==> config.mk <==
export PLATFORM = sky130hd
export DESIGN_NAME = afsi_top
export DESIGN_NICKNAME = d
export VERILOG_FILES = /design/src/hw/afsi_pkg.sv /design/src/hw/afsi_retry.sv /design/src/hw/afsi_top.sv
export SDC_FILE = /design/constraint.sdc
export NUM_CORES = 1
export LEC_CHECK = 0
export BUFFER_PORTS_ARGS = -buffer_cell sky130_fd_sc_hd__buf_2
export CELL_PAD_IN_SITES_DETAIL_PLACEMENT = 1
export CELL_PAD_IN_SITES_GLOBAL_PLACEMENT = 1
export CORE_UTILIZATION = 50
export CTS_BUF_LIST = sky130_fd_sc_hd__clkbuf_8 sky130_fd_sc_hd__clkbuf_16
export DETAILED_ROUTE_END_ITERATION = 12
export PLACE_DENSITY = 0.87
export SLEW_MARGIN = 5
export SYNTH_ARGS = -nofsm -noshare
export SYNTH_HDL_FRONTEND = slang
export SYNTH_SLANG_ARGS = --single-unit
==> constraint.sdc <==
create_clock -name I_REF_CLK -period 9.5 [get_ports I_REF_CLK]
set_input_delay 1.9 -clock I_REF_CLK [delete_from_list [all_inputs] [get_ports I_REF_CLK]]
set_output_delay 1.9 -clock I_REF_CLK [all_outputs]
set_load 0.05 [all_outputs]
==> src/hw/afsi_pkg.sv <==
// Function
// - Hold all logic, registers included, in reset while supply is invalid.
// - Leave hardware shutdown only with valid supply and pin released.
// - Supply dropping below reset threshold forces reset at once.
// - Battery under- or overvoltage powers analog core down immediately.
// - Lockout faults hold until a shutdown cycle; live and latched show them.
// - Serial clock faults force software shutdown as quickly as possible.
// - When clock errors clear, ramp back to the prior playback state.
// - Clock error drives the interrupt pin when mask bit 2 is zero.
// - Reading a latched status register clears it.
// - Thermal or current faults force software shutdown and raise interrupt.
// - Per-fault retry select chooses latching or automatic retry.
// - No switching resumes until 1.5 s after a thermal or current fault.
// - Limiter conditions are reported in status and may raise the interrupt.
// - Interrupt pin is open drain, low while an unmasked fault exists.
// - Internal interrupt pull-up follows its enable bit, default off.
// - Pin source select 00 live, 01 latched (default), others reserved.
// - Input pull-downs per enable bit, default on, off in hardware shutdown.
// - Software shutdown is mode 10; fault shutdown uses the same ramp.
package afsi_pkg;
  localparam logic [7:0] ADDR_MASK_A    = 8'h20;
  localparam logic [7:0] ADDR_MASK_B    = 8'h21;
  localparam logic [7:0] ADDR_LIVE_A    = 8'h22;
  localparam logic [7:0] ADDR_LIVE_B    = 8'h23;
  localparam logic [7:0] ADDR_LTCH_A    = 8'h24;
  localparam logic [7:0] ADDR_LTCH_B    = 8'h25;
  localparam logic [7:0] ADDR_PIN_CFG   = 8'h30;
  localparam logic [7:0] ADDR_PULLDOWN  = 8'h31;
  localparam logic [7:0] ADDR_MISC_IRQ  = 8'h32;

  localparam logic [7:0] RST_MASK_A     = 8'hfc;
  localparam logic [7:0] RST_MASK_B     = 8'h0f;
  localparam logic [7:0] RST_PIN_CFG    = 8'h01;
  localparam logic [7:0] RST_PULLDOWN   = 8'he5;
  localparam logic [7:0] RST_MISC_IRQ   = 8'h00;
  localparam logic [7:0] PULLDOWN_USED  = 8'he5;
  localparam logic [7:0] MASK_B_USED    = 8'h0f;

  localparam int         NUM_SRC        = 12;
  localparam int         SRC_OVERTEMP   = 0;
  localparam int         SRC_OVERCUR    = 1;
  localparam int         SRC_CLKERR     = 2;
  localparam int         SRC_UNDERVOLTAGE_LOCKOUT       = 10;
  localparam int         SRC_OVERVOLTAGE_LOCKOUT       = 11;

  localparam int         CFG_SEL_LSB    = 0;
  localparam int         CFG_PULLUP_BIT = 2;
  localparam int         MISC_OT_RETRY  = 0;
  localparam int         MISC_OC_RETRY  = 1;

  localparam logic [1:0] PIN_SRC_LIVE   = 2'h0;
  localparam logic [1:0] PIN_SRC_LTCH   = 2'h1;
  localparam logic [1:0] MODE_ACTIVE    = 2'h0;
  localparam logic [1:0] MODE_SW_SHDN   = 2'h2;

  localparam int         CLK_HZ         = 10_000_000;
  localparam int         RETRY_MS       = 1500;
  localparam int         RETRY_CYCLES   = CLK_HZ / 1000 * RETRY_MS;
  localparam int         RETRY_W        = 24;

  typedef enum logic [1:0]
  {
    AFSI_RUN   = 2'b00,
    AFSI_WAIT  = 2'b01,
    AFSI_HOLD  = 2'b11
  } afsi_retry_t;
endpackage

==> src/hw/afsi_retry.sv <==
`timescale 1ns/1ns
`default_nettype none
// ----------------------------------------------------------------------
// Retry timer for one thermal or current fault
// ----------------------------------------------------------------------
module afsi_retry #(
  parameter int RETRY_CYCLES = afsi_pkg::RETRY_CYCLES
) (
  input  wire logic I_REF_CLK,
  input  wire logic I_RST_N,
  input  wire logic i_fault,
  input  wire logic i_retry_sel,
  input  wire logic i_shdn_cycle,
  output logic      o_block
);
  afsi_pkg::afsi_retry_t          state_reg;
  afsi_pkg::afsi_retry_t          state_next;
  logic [afsi_pkg::RETRY_W-1:0]   count_reg;
  logic [afsi_pkg::RETRY_W-1:0]   count_next;
  logic                           done;
  logic                           rearm_reg;
  logic                           rearm_next;

  // The timer runs off the reference clock, never the audio clocks.
  assign done = (count_reg == afsi_pkg::RETRY_W'(RETRY_CYCLES - 1));

  always_comb
  begin
    state_next = state_reg;
    count_next = count_reg;
    // A shutdown cycle seen during the delay releases a latching fault
    // once the delay ends, so no second cycle is needed.
    rearm_next = rearm_reg | i_shdn_cycle;
    case (state_reg)
      afsi_pkg::AFSI_RUN:
      begin
        rearm_next = 1'b0;
        if (i_fault)
        begin
          state_next = afsi_pkg::AFSI_WAIT;
          count_next = '0;
        end
      end
      afsi_pkg::AFSI_WAIT:
      begin
        // A fault still present restarts the full delay.
        if (i_fault)
          count_next = '0;
        else if (!done)
          count_next = count_reg + 1'b1;
        else if (i_retry_sel || rearm_next)
          state_next = afsi_pkg::AFSI_RUN;
        else
          state_next = afsi_pkg::AFSI_HOLD;
      end
      afsi_pkg::AFSI_HOLD:
      begin
        // A shutdown cycle re-arms, but the delay has already elapsed.
        if (i_shdn_cycle)
          state_next = afsi_pkg::AFSI_RUN;
        if (i_fault)
        begin
          state_next = afsi_pkg::AFSI_WAIT;
          count_next = '0;
          rearm_next = 1'b0;
        end
      end
      default:
        state_next = afsi_pkg::AFSI_RUN;
    endcase
  end

  always_ff @(posedge I_REF_CLK or negedge I_RST_N)
  begin
    if (!I_RST_N)
    begin
      state_reg <= afsi_pkg::AFSI_RUN;
      count_reg <= '0;
      rearm_reg <= 1'b0;
    end
    else
    begin
      state_reg <= state_next;
      count_reg <= count_next;
      rearm_reg <= rearm_next;
    end
  end

  assign o_block = (state_reg != afsi_pkg::AFSI_RUN) || i_fault;
endmodule
`default_nettype wire

==> src/hw/afsi_top.sv <==
`timescale 1ns/1ns
`default_nettype none
// ----------------------------------------------------------------------
// Fault supervision, status and interrupt pin
// ----------------------------------------------------------------------
module afsi_top #(
  parameter int RETRY_CYCLES = afsi_pkg::RETRY_CYCLES
) (
  input  wire logic       I_REF_CLK,
  input  wire logic       I_RST_N,
  input  wire logic       I_ANALOG_SUPPLY_OK,
  input  wire logic       I_SHUTDOWN_N_PIN,
  input  wire logic       I_UNDERVOLTAGE_LOCKOUT,
  input  wire logic       I_OVERVOLTAGE_LOCKOUT,
  input  wire logic       I_CLK_RATIO_ERR,
  input  wire logic       I_FRAME_SYNC_FREQ_ERR,
  input  wire logic       I_CLK_HALT_ERR,
  input  wire logic       I_OVERTEMP,
  input  wire logic       I_OVERCURRENT,
  input  wire logic [4:0] I_LIMITER_FLAGS,
  input  wire logic       I_PDM_CLK_ERR,
  input  wire logic       I_BROWN_OUT,
  input  wire logic [1:0] I_MODE,
  input  wire logic       I_REG_WR,
  input  wire logic       I_REG_RD,
  input  wire logic [7:0] I_REG_ADDR,
  input  wire logic [7:0] I_REG_WDATA,
  output logic      [7:0] O_REG_RDATA,
  output logic            O_CORE_RESET,
  output logic            O_DIG_REG_EN,
  output logic            O_ANALOG_PD,
  output logic      [1:0] O_EFF_MODE,
  output logic            O_RAMP_DOWN,
  output logic            O_FAULT_IRQ_N_PIN_OUT,
  output logic            O_FAULT_IRQ_N_PIN_OE,
  output logic            O_IRQ_PULLUP_EN,
  output logic      [7:0] O_INPUT_PULLDOWN_EN
);
  localparam int N = afsi_pkg::NUM_SRC;

  // --------------------------------------------------------------------
  // Power state
  // --------------------------------------------------------------------
  logic             srst_n;
  logic             hw_shdn;
  logic             sw_shdn;
  logic             shdn_cycle;
  logic             sw_shdn_reg;
  logic             sw_shdn_q_reg;

  // Supply loss resets everything, registers included.
  assign srst_n  = I_RST_N & I_ANALOG_SUPPLY_OK;
  // Hardware shutdown ends only with supply valid and pin released.
  assign hw_shdn = ~I_SHUTDOWN_N_PIN;
  // Mode 10 is the software shutdown state.
  assign sw_shdn = (I_MODE == afsi_pkg::MODE_SW_SHDN);
  assign shdn_cycle = hw_shdn | (sw_shdn_reg & ~sw_shdn_q_reg);

  // --------------------------------------------------------------------
  // Registers
  // --------------------------------------------------------------------
  logic [7:0]   mask_a_reg, mask_a_next;
  logic [7:0]   mask_b_reg, mask_b_next;
  logic [7:0]   pin_cfg_reg, pin_cfg_next;
  logic [7:0]   pd_reg, pd_next;
  logic [7:0]   misc_reg, misc_next;
  logic [N-1:0] live_reg, live_next;
  logic [N-1:0] ltch_reg, ltch_next;
  logic [N-1:0] cond;
  logic [N-1:0] rd_clr;
  logic [N-1:0] mask;
  logic [7:0]   rdata_next;
  logic         clk_err;
  logic         ot_block;
  logic         oc_block;
  logic         lock_reg, lock_next;

  function automatic logic hit(input logic [7:0] a, input logic [7:0] b);
    hit = (a == b);
  endfunction

  assign clk_err = I_CLK_RATIO_ERR | I_FRAME_SYNC_FREQ_ERR | I_CLK_HALT_ERR;
  assign cond = {I_OVERVOLTAGE_LOCKOUT, I_UNDERVOLTAGE_LOCKOUT, I_BROWN_OUT,
                 I_PDM_CLK_ERR, I_LIMITER_FLAGS, clk_err, I_OVERCURRENT,
                 I_OVERTEMP};
  assign mask = {mask_b_reg[3:0], mask_a_reg};

  // Reading a latched register clears only its own byte.
  always_comb
  begin
    rd_clr = '0;
    if (I_REG_RD && hit(I_REG_ADDR, afsi_pkg::ADDR_LTCH_A))
      rd_clr[7:0] = 8'hff;
    if (I_REG_RD && hit(I_REG_ADDR, afsi_pkg::ADDR_LTCH_B))
      rd_clr[N-1:8] = 4'hf;
  end

  always_comb
  begin
    mask_a_next = mask_a_reg;
    mask_b_next = mask_b_reg;
    pin_cfg_next = pin_cfg_reg;
    pd_next = pd_reg;
    misc_next = misc_reg;
    if (I_REG_WR)
    begin
      if (hit(I_REG_ADDR, afsi_pkg::ADDR_MASK_A))
        mask_a_next = I_REG_WDATA;
      if (hit(I_REG_ADDR, afsi_pkg::ADDR_MASK_B))
        mask_b_next = I_REG_WDATA & afsi_pkg::MASK_B_USED;
      if (hit(I_REG_ADDR, afsi_pkg::ADDR_PIN_CFG))
        pin_cfg_next = I_REG_WDATA;
      if (hit(I_REG_ADDR, afsi_pkg::ADDR_PULLDOWN))
        pd_next = I_REG_WDATA & afsi_pkg::PULLDOWN_USED;
      if (hit(I_REG_ADDR, afsi_pkg::ADDR_MISC_IRQ))
        misc_next = I_REG_WDATA;
    end
    // Live bits track conditions every cycle.
    live_next = cond;
    // A set arriving with a read-clear wins, so no event is lost.
    ltch_next = (ltch_reg & ~rd_clr) | cond;
    // Lockout stays until a shutdown cycle, independent of status reads.
    // A lockout present during a shutdown cycle still sets it, as set wins.
    lock_next = (lock_reg & ~shdn_cycle) | I_UNDERVOLTAGE_LOCKOUT
              | I_OVERVOLTAGE_LOCKOUT;
    rdata_next = 8'h00;
    if (I_REG_RD)
    begin
      case (I_REG_ADDR)
        afsi_pkg::ADDR_MASK_A:   rdata_next = mask_a_reg;
        afsi_pkg::ADDR_MASK_B:   rdata_next = mask_b_reg;
        afsi_pkg::ADDR_LIVE_A:   rdata_next = live_reg[7:0];
        afsi_pkg::ADDR_LIVE_B:   rdata_next = {4'h0, live_reg[N-1:8]};
        afsi_pkg::ADDR_LTCH_A:   rdata_next = ltch_reg[7:0];
        afsi_pkg::ADDR_LTCH_B:   rdata_next = {4'h0, ltch_reg[N-1:8]};
        afsi_pkg::ADDR_PIN_CFG:  rdata_next = pin_cfg_reg;
        afsi_pkg::ADDR_PULLDOWN: rdata_next = pd_reg;
        afsi_pkg::ADDR_MISC_IRQ: rdata_next = misc_reg;
        default:                 rdata_next = 8'h00;
      endcase
    end
  end

  always_ff @(posedge I_REF_CLK or negedge srst_n)
  begin
    if (!srst_n)
    begin
      mask_a_reg    <= afsi_pkg::RST_MASK_A;
      mask_b_reg    <= afsi_pkg::RST_MASK_B;
      pin_cfg_reg   <= afsi_pkg::RST_PIN_CFG;
      pd_reg        <= afsi_pkg::RST_PULLDOWN;
      misc_reg      <= afsi_pkg::RST_MISC_IRQ;
      live_reg      <= '0;
      ltch_reg      <= '0;
      lock_reg      <= 1'b0;
      O_REG_RDATA   <= 8'h00;
      sw_shdn_reg   <= 1'b0;
      sw_shdn_q_reg <= 1'b0;
    end
    else
    begin
      mask_a_reg    <= mask_a_next;
      mask_b_reg    <= mask_b_next;
      pin_cfg_reg   <= pin_cfg_next;
      pd_reg        <= pd_next;
      misc_reg      <= misc_next;
      live_reg      <= live_next;
      ltch_reg      <= ltch_next;
      lock_reg      <= lock_next;
      O_REG_RDATA   <= rdata_next;
      sw_shdn_reg   <= sw_shdn;
      sw_shdn_q_reg <= sw_shdn_reg;
    end
  end

  // --------------------------------------------------------------------
  // Retry timers
  // --------------------------------------------------------------------
  afsi_retry #(
    .RETRY_CYCLES (RETRY_CYCLES)
  ) u_ot_retry (
    .I_REF_CLK    (I_REF_CLK),
    .I_RST_N      (srst_n),
    .i_fault      (I_OVERTEMP),
    .i_retry_sel  (misc_reg[afsi_pkg::MISC_OT_RETRY]),
    .i_shdn_cycle (shdn_cycle),
    .o_block      (ot_block)
  );

  afsi_retry #(
    .RETRY_CYCLES (RETRY_CYCLES)
  ) u_oc_retry (
    .I_REF_CLK    (I_REF_CLK),
    .I_RST_N      (srst_n),
    .i_fault      (I_OVERCURRENT),
    .i_retry_sel  (misc_reg[afsi_pkg::MISC_OC_RETRY]),
    .i_shdn_cycle (shdn_cycle),
    .o_block      (oc_block)
  );

  // --------------------------------------------------------------------
  // Outputs
  // --------------------------------------------------------------------
  logic [1:0] eff_mode_next;
  logic       force_shdn;
  logic       irq_next;
  logic       analog_pd_next;
  logic [1:0] sel;

  assign sel = pin_cfg_reg[afsi_pkg::CFG_SEL_LSB +: 2];

  always_comb
  begin
    // Clock, thermal and current faults force shutdown; clearing the
    // clock error hands back the host's mode, so playback resumes.
    force_shdn = clk_err | ot_block | oc_block;
    eff_mode_next = force_shdn ? afsi_pkg::MODE_SW_SHDN : I_MODE;
    // Lockout powers the analog core down without waiting a cycle.
    analog_pd_next = hw_shdn | lock_next;
    // Reserved select codes leave the pin released.
    case (sel)
      afsi_pkg::PIN_SRC_LIVE: irq_next = |(live_next & ~mask);
      afsi_pkg::PIN_SRC_LTCH: irq_next = |(ltch_next & ~mask);
      default:                irq_next = 1'b0;
    endcase
  end

  always_ff @(posedge I_REF_CLK or negedge srst_n)
  begin
    if (!srst_n)
    begin
      O_CORE_RESET          <= 1'b1;
      O_DIG_REG_EN          <= 1'b0;
      O_ANALOG_PD           <= 1'b1;
      O_EFF_MODE            <= afsi_pkg::MODE_SW_SHDN;
      O_RAMP_DOWN           <= 1'b0;
      O_FAULT_IRQ_N_PIN_OUT <= 1'b0;
      O_FAULT_IRQ_N_PIN_OE  <= 1'b0;
      O_IRQ_PULLUP_EN       <= 1'b0;
      O_INPUT_PULLDOWN_EN   <= 8'h00;
    end
    else
    begin
      O_CORE_RESET          <= hw_shdn;
      O_DIG_REG_EN          <= ~hw_shdn;
      O_ANALOG_PD           <= analog_pd_next;
      O_EFF_MODE            <= eff_mode_next;
      // Fault shutdown goes through the normal volume ramp.
      O_RAMP_DOWN           <= force_shdn & (I_MODE != afsi_pkg::MODE_SW_SHDN);
      // Open drain: drive low only, never high.
      O_FAULT_IRQ_N_PIN_OUT <= 1'b0;
      O_FAULT_IRQ_N_PIN_OE  <= irq_next;
      O_IRQ_PULLUP_EN       <= pin_cfg_reg[afsi_pkg::CFG_PULLUP_BIT];
      O_INPUT_PULLDOWN_EN   <= hw_shdn ? 8'h00 : pd_reg;
    end
  end
endmodule
`default_nettype wire

==> results of run 1 <==
==> worst max path at each step <==
stage,to,slack (ns),depth (start not counted)
2_1_floorplan,O_DIG_REG_EN$_DFF_PN0_,3.33,1
3_3_place_gp,mask_a_reg[1]$_DFFE_PN0P_,5.61,6
3_5_place_dp,mask_a_reg[0]$_DFFE_PN0P_,5.48,6
4_1_cts,pd_reg[6]$_DFFE_PN1P_,5.89,6
5_1_grt,mask_a_reg[0]$_DFFE_PN0P_,5.71,6
6_report,misc_reg[5]$_DFFE_PN0P_,5.85,5
==> synth_stat cells (2+ instances only) <==
cell / n
o21ai_0: 57
buf_2: 6
a21oi_1: 33
nand2_1: 55
nor4b_1: 2
clkbuf_1: 12
o41ai_1: 5
buf_4: 5
xor2_1: 7
nand4_1: 16
and2_1: 13
inv_1: 27
dfstp_2: 19
nor2_1: 48
a21o_1: 9
nand3_1: 26
a22o_1: 2
nor4_1: 5
o21bai_1: 2
o31ai_1: 13
nand2b_1: 3
or3_1: 9
nor2b_1: 8
mux2i_1: 10
and3_1: 6
o22ai_1: 3
nor3b_2: 3
a22oi_1: 2
ha_1: 10
or2_2: 2
nor4_2: 3
a222oi_1: 6
a41o_1: 2
dfrtp_1: 116
a221oi_1: 4
mux2_2: 36
a31oi_1: 14
nor3_1: 8
nand3b_1: 3
==> worst max-delay path, stage by stage <==
cell     delay (ns)
buf_2          0.11
nor3b_2        0.38
and3b_1        0.46
nand4_1        0.60
mux2_2         0.50
==> cell type report <==
| class | instances | area (sq um) |
|---|---|---|
| clock buffers | 19 | 453 |
| inverters | 27 | 101 |
| fillers | 1403 | 5100 |
| repair buffers | 59 | 298 |
| multi-input cells | 452 | 2920 |
| clock inverters | 13 | 180 |
| well taps | 172 | 215 |
| flip-flops and latches | 135 | 3400 |
==> power groups by stage <==
stage | Sequential, mW | Clock, mW | Combinational (mW)
floorplan | 0.642 | 0 | 0.171
global placement | 0.638 | 0 | 0.227
detailed placement | 0.642 | 0 | 0.240
CTS | 0.633 | 0.721 | 0.252
global route | 0.637 | 0.746 | 0.279
finish | 0.634 | 0.718 | 0.255
==> cells by family (layout without fill, tap and decap cells) <==
group	after synthesis	in the layout	share of synthesized area, %
AND/OR/NAND/NOR	223	223	18.2
AO/OA/AOI/OAI	161	161	15.5
flip-flops	135	135	52.1
buffers and inverters	52	118	3.51
multiplexers	46	46	7.74
adder cells (fa/ha/maj)	10	10	1.92
XOR/XNOR	8	8	1.07
other	1	4	0.0574
==> metal layers <==
layer  track usage [%]  up-vias  wire length, um
li1                  -     2423                -
met3              7.06       68              838
met4              18.8        0              888
met1              38.1     2837             8060
met2              53.9      197            10300
met5                 0        -                0
==> metrics by stage <==
| stage | cell area (sq um) | hold WS, ns | instances | utilization, % |
|---|---|---|---|---|
| after detailed placement | 6930 | 0.401 | 845 | 54.7 |
| final | 7570 | 0.415 | 877 | 59.7 |
| after CTS | 7570 | 0.410 | 877 | 59.7 |
| after global routing | 7570 | 0.429 | 877 | 59.7 |
| after global placement | 6930 | 0.368 | 845 | 54.7 |
| after floorplan | 6540 | 0.355 | 639 | - |
==> summary.md, run 1 <==
| Metric | Value |
|---|---|
| Tot GR Track Use | `32.1%` |
| Post-synth EDFFs | `0` |
| Gate Count Post-Synth | `636` |
| Average cell area after synthesis | `10.3 sq um` |
| Vias | `5525` |
| Vias per cell | `6.30` |
| Die extent in y | `116 um` |
| Clock Latency Late Sink | `0.43 ns` |
| Min cycle time layout | `3.65 ns` |
| Reg2reg path depth | `6` |
| Worst rel slew slack | `31.1%` |
| PortBufs | `58` |
| Mapped cell area | `6530 sq um` |
| First-pass GRT wire length | `32.5 mm` |
| Leading cell type in the layout, fill and taps excluded | `dfrtp_1` |
| Commonest non-fill, non-tap cells in the layout | `dfrtp_1 (116), buf_2 (58), o21ai_0 (57)` |
| Largest net degree at the start of global routing | `83` |
| Seq pwr share | `39.4%` |
| # clock sinks | `135` |
| Crit path max fanout | `9` |
| Worst-margin pin slew | `1.03 ns` |
| CORE AREA | `12700 sq um` |
| Pleak | `3.31 nW` |
| Synth unique cells | `65` |
| WL final | `20.1 mm` |
| #FFs+latches synth | `135` |
| I/O Pins | `63` |
| Post-CTS Hold Fix Bufs | `0` |
| Setup Skew | `0.00890 ns` |
| Syn. warnings | `0` |
| Ys flop type | `dfrtp_1` |
| Sw Pwr | `471 uW` |
| Crit Path Category | `in -> reg` |
| Initial antenna violation count | `0` |
| Final Hold Vio Count | `0` |
| CP required | `9.81 ns` |
| Root Buffer | `clkbuf_16` |
| Synth area leader | `dfrtp_1` |
| DRC viols | `0` |
| Final setup fails | `0` |
| CTS tree | `built` |
| Reg-to-reg slack, setup | `6.86 ns` |
| Final WS setup | `5.85 ns` |
| Power Density | `212 nW/um^2` |
| Post-cts sizing count | `0` |
| Sequential share of the synthesized area | `52.1%` |
| Post-CTS setup buffer count | `0` |
| DR pass1 iterations | `8` |
| Synth top area share | `44.4%` |
| Switching Share | `29.3%` |
| Power, Total | `1.61 mW` |
| Min-Delay Path Class | `reg -> reg` |
| Die Wd | `116 um` |
| Worst hold start | `pin_cfg_reg[2]$_DFFE_PN0P_` |
| Worst r2r src | `u_oc_retry.state_reg[0]$_DFFE_PN0P_` |
| # nets final | `740` |
| FP Rows | `41` |
| Worst-path clk slew | `0.06 ns` |
| Clk network pwr share | `44.7%` |
| Peak Freq | `274 MHz` |
| Crit path capture type | `flip-flop` |
| RSZ-0062 raised after global routing | `no` |
| Max-cap violations | `0` |
| Crit Reg-Reg Endpoint | `u_oc_retry.count_reg[23]$_DFFE_PN0P_` |
| Placer Congestion | `0.912` |
| Initial Util | `51.5%` |
| Setup TNS Final | `0 ns` |
| Post-DR wirelength/cell | `22.9 um` |
| Antenna diodes | `0` |
| Vias in the first global route | `6019` |
| Worst vdd ir | `0.000118 V` |
| Clock buffer count from CTS | `17` |
| Cell-internal power | `1.14 mW` |
| Critical path startpoint category | `primary input` |
| Dpl ws | `5.48 ns` |
| Grt ovf | `0` |
| Logic gate share of total power | `15.9%` |
| Hold path endpoint | `O_IRQ_PULLUP_EN$_DFF_PN0_` |
| Asr flop ratio synth | `100%` |
| # H-tree levels | `4` |
| Antenna viol nets, final | `0` |
| Post-DP HPWL | `12.3 mm` |
| Outcome | `complete, no violations` |
| Max Root-Sink Buffers | `2` |
| Final worst-path cycle share | `38.4%` |
| Starting DRT DRC Count | `488` |
| Hold Crit Depth | `0` |
| Worst Path Arrival | `3.96 ns` |
| P&R area growth vs syn | `15.9%` |
| Final Max Tran Viols | `0` |
| Die area | `13500 sq um` |
| Layout cell share with drive strength beyond 1 | `22.8%` |
| Synth area leaders | `dfrtp_1 (44%), dfstp_2 (7.6%), mux2_2 (6.2%)` |
| Crit path from | `I_REG_ADDR[7]` |
(Power assumes the default switching activity.)
==> inputs of run 2 (changes only) <==
ABC_AREA = 1   (was default)
CORE_UTILIZATION = 40   (was 50)
PLACE_DENSITY = 0.78   (was 0.87)
clock period = 3.3 ns   (was 9.5 ns; I/O delays follow)
==> summary.md, run 2 <==
| Metric | Value |
|---|---|
| Outcome | `complete, no violations` |
| Final Hold Vio Count | `0` |
| Setup Skew | `0.0117 ns` |
| Starting DRT DRC Count | `343` |
| Crit Path Category | `reg -> reg` |
| Leading cell type in the layout, fill and taps excluded | `nand2_1` |
| Simple-Gate Fraction of Synth Area | `30.9%` |
| Pleak | `4.06 nW` |
| Crit path max fanout | `27` |
| # clock sinks | `135` |
| FP Rows | `49` |
| Final setup fails | `0` |
| Min-Delay Path Class | `in -> async` |
| Power Density | `567 nW/um^2` |
| Clock Latency Late Sink | `0.43 ns` |
| Synth Area in Adders | `1.71%` |
| Crit-path most repeated cell | `inv_1` |
| CTS tree | `built` |
| Final Max Tran Viols | `0` |
| CORE AREA | `18000 sq um` |
| Min cycle time layout | `2.47 ns` |
| Worst vdd ir | `0.000384 V` |
| Vias per cell | `5.27` |
| # nets final | `1070` |
| Die extent in y | `137 um` |
| Die area | `18900 sq um` |
| Post-cts sizing count | `0` |
| Setup TNS Final | `0 ns` |
| Crit path capture type | `flip-flop` |
| Ys flop type | `dfrtp_1` |
| Commonest non-fill, non-tap cells in the layout | `nand2_1 (292), inv_1 (129), dfrtp_1 (116)` |
| Vias in the first global route | `6882` |
| Worst-margin pin slew | `0.715 ns` |
| DRC viols | `0` |
| Sequential share of the synthesized area | `46.4%` |
| Antenna viol nets, final | `0` |
| CP required | `3.62 ns` |
| Post-DP HPWL | `16.0 mm` |
| Count leader, synth | `nand2_1` |
| Final hold slack | `0.184 ns` |
| #FFs+latches synth | `135` |
| # H-tree levels | `4` |
| Largest net degree at the start of global routing | `62` |
| Initial Util | `40.8%` |
| Synth area leader | `dfrtp_1` |
| First-pass GRT wire length | `36.1 mm` |
| Synth top area share | `39.6%` |
| Max-cap violations | `0` |
| Post-CTS Hold Fix Bufs | `0` |
| Vias | `6663` |
| Die Wd | `137 um` |
| Top routing layer used | `met4` |
| Critical path startpoint category | `flip-flop` |
| Layout cell share with drive strength beyond 1 | `14.4%` |
| Gate Count Post-Synth | `957` |
| WL met3 | `977 um` |
| Post-Synth XOR/XNOR Area | `2.75%` |
| Synth unique cells | `45` |
| RSZ-0062 raised after global routing | `no` |
| Mux contribution to synthesized area | `0%` |
| Placer Congestion | `0.880` |
| Post-CTS setup buffer count | `0` |
| Asr flop ratio synth | `100%` |
| WL final | `21.9 mm` |
| DR pass1 iterations | `5` |
| Post-DR wirelength/cell | `17.3 um` |
| Average cell area after synthesis | `7.66 sq um` |
| P&R area growth vs syn | `15.1%` |
| Post-Route M1 WL | `9.87 mm` |
| Dpl cells | `1232` |
| PortBufs | `58` |
| Syn. warnings | `0` |
| Post-synth EDFFs | `0` |
| Tot GR Track Use | `25.5%` |
| Compound-gate portion of the synthesized area | `9.06%` |
| Clock buffer count from CTS | `17` |
| Peak Freq | `405 MHz` |
| Initial antenna violation count | `0` |
| I/O Pins | `63` |
| Synth area leaders | `dfrtp_1 (40%), nand2_1 (15%), dfstp_2 (6.8%)` |
| Max Root-Sink Buffers | `2` |
| Antenna diodes | `0` |
| Main combinational cell family by area after synthesis | `simple AND/OR/NAND/NOR gates` |
| Worst rel slew slack | `51.9%` |
| Root Buffer | `clkbuf_16` |
| CP max stage delay | `0.58 ns` |
| Final worst-path cycle share | `74.9%` |
| Grt ovf | `0` |
| Mapped cell area | `7330 sq um` |
| CP max-delay cell | `ha_1` |
| Worst-path clk slew | `0.07 ns` |
| Worst Path Arrival | `2.79 ns` |
| Fin cells | `1264` |
| Met2 WL | `10.6 mm` |
| CP Cell Sequence | `inv_1 -> ha_1 -> inv_1 -> a21oi_2 -> nand2_8 -> inv_6 -> nand2_1 -> o21ai_0 -> nor2_1` |
| Most frequent cells after synthesis | `nand2_1 (292), inv_1 (129), dfrtp_1 (116)` |
run 2: cell count changes after synthesis, moves of 10 or more:
cell	before	now
nand2_1	55	292
inv_1	27	129
mux2_2	36	0
nor2_1	48	84
nand3_1	26	51
o21ai_0	57	76
a21oi_1	33	17
and2_1	13	0
o31ai_1	13	0
nor3_1	8	20
nand4_1	16	27
xor2_1	7	18
mux2i_1	10	0
run 2: area by class of cell:
| class | instances | area (sq um) |
|---|---|---|
| multi-input cells | 667 | 3270 |
| inverters | 136 | 519 |
| flip-flops and latches | 135 | 3400 |
| fillers | 2272 | 9530 |
| clock buffers | 18 | 439 |
| repair buffers | 65 | 355 |
| clock inverters | 14 | 163 |
| well taps | 229 | 287 |
run 2: worst max-delay path: cells and delay by family, from the launching register on:
| kind | cells | cell delay (ns) |
|---|---|---|
| flip-flops | 1 | 0.43 |
| adder cells (fa/ha/maj) | 1 | 0.58 |
| AO/OA/AOI/OAI | 2 | 0.49 |
| AND/OR/NAND/NOR | 3 | 0.33 |
| buffers and inverters | 3 | 0.51 |
run 2: cell families after synthesis:
family	after synthesis
and+or+nand+nor	507
AOI/OAI and AO/OA	123
other	1
buffers and inverters	158
DFF	135
xor gates and xnor gates	23
adders and majority gates	10
run 2: routing by layer:
layer | vias up | GRT usage, %
met5 | - | 0
met4 | 0 | 8.18
met3 | 32 | 5.70
met2 | 129 | 41.8
met1 | 3310 | 33.2
li1 | 3192 | -
run 2: final timing paths:
check / start / endpoint / slack [ns] / cells after the start
min in group I_REF_CLK: I_LIMITER_FLAGS[2] / live_reg[5]$_DFF_PN0_ / 0.35 / 1
max reg2reg: u_ot_retry.state_reg[0]$_DFFE_PN0P_ / u_ot_retry.count_reg[18]$_DFFE_PN0P_ / 0.83 / 9
max: u_ot_retry.state_reg[0]$_DFFE_PN0P_ / u_ot_retry.count_reg[18]$_DFFE_PN0P_ / 0.83 / 9
min reg2reg: sw_shdn_reg$_DFF_PN0_ / sw_shdn_q_reg$_DFF_PN0_ / 0.38 / 0
max in group asynchronous: I_RST_N / O_REG_RDATA[0]$_DFF_PN0_ / 2.26 / 4
min: I_ANALOG_SUPPLY_OK / live_reg[7]$_DFF_PN0_ / 0.18 / 3
run 2: power by group:
group | internal, mW | switching, mW
clock | 1.15 | 0.807
combinational | 0.245 | 0.734
sequential | 1.76 | 0.0867
run 2: per-stage QoR:
stage | worst slack [ns] | power [mW] | area (sq um) | utilization (%)
floorplan | 0.870 | 2.62 | 7350 | -
global placement | 0.938 | 2.82 | 7830 | 43.6
detailed placement | 0.852 | 2.86 | 7830 | 43.6
CTS | 0.836 | 4.83 | 8440 | 47.0
global route | 0.614 | 5.04 | 8440 | 47.0
finish | 0.830 | 4.78 | 8440 | 47.0
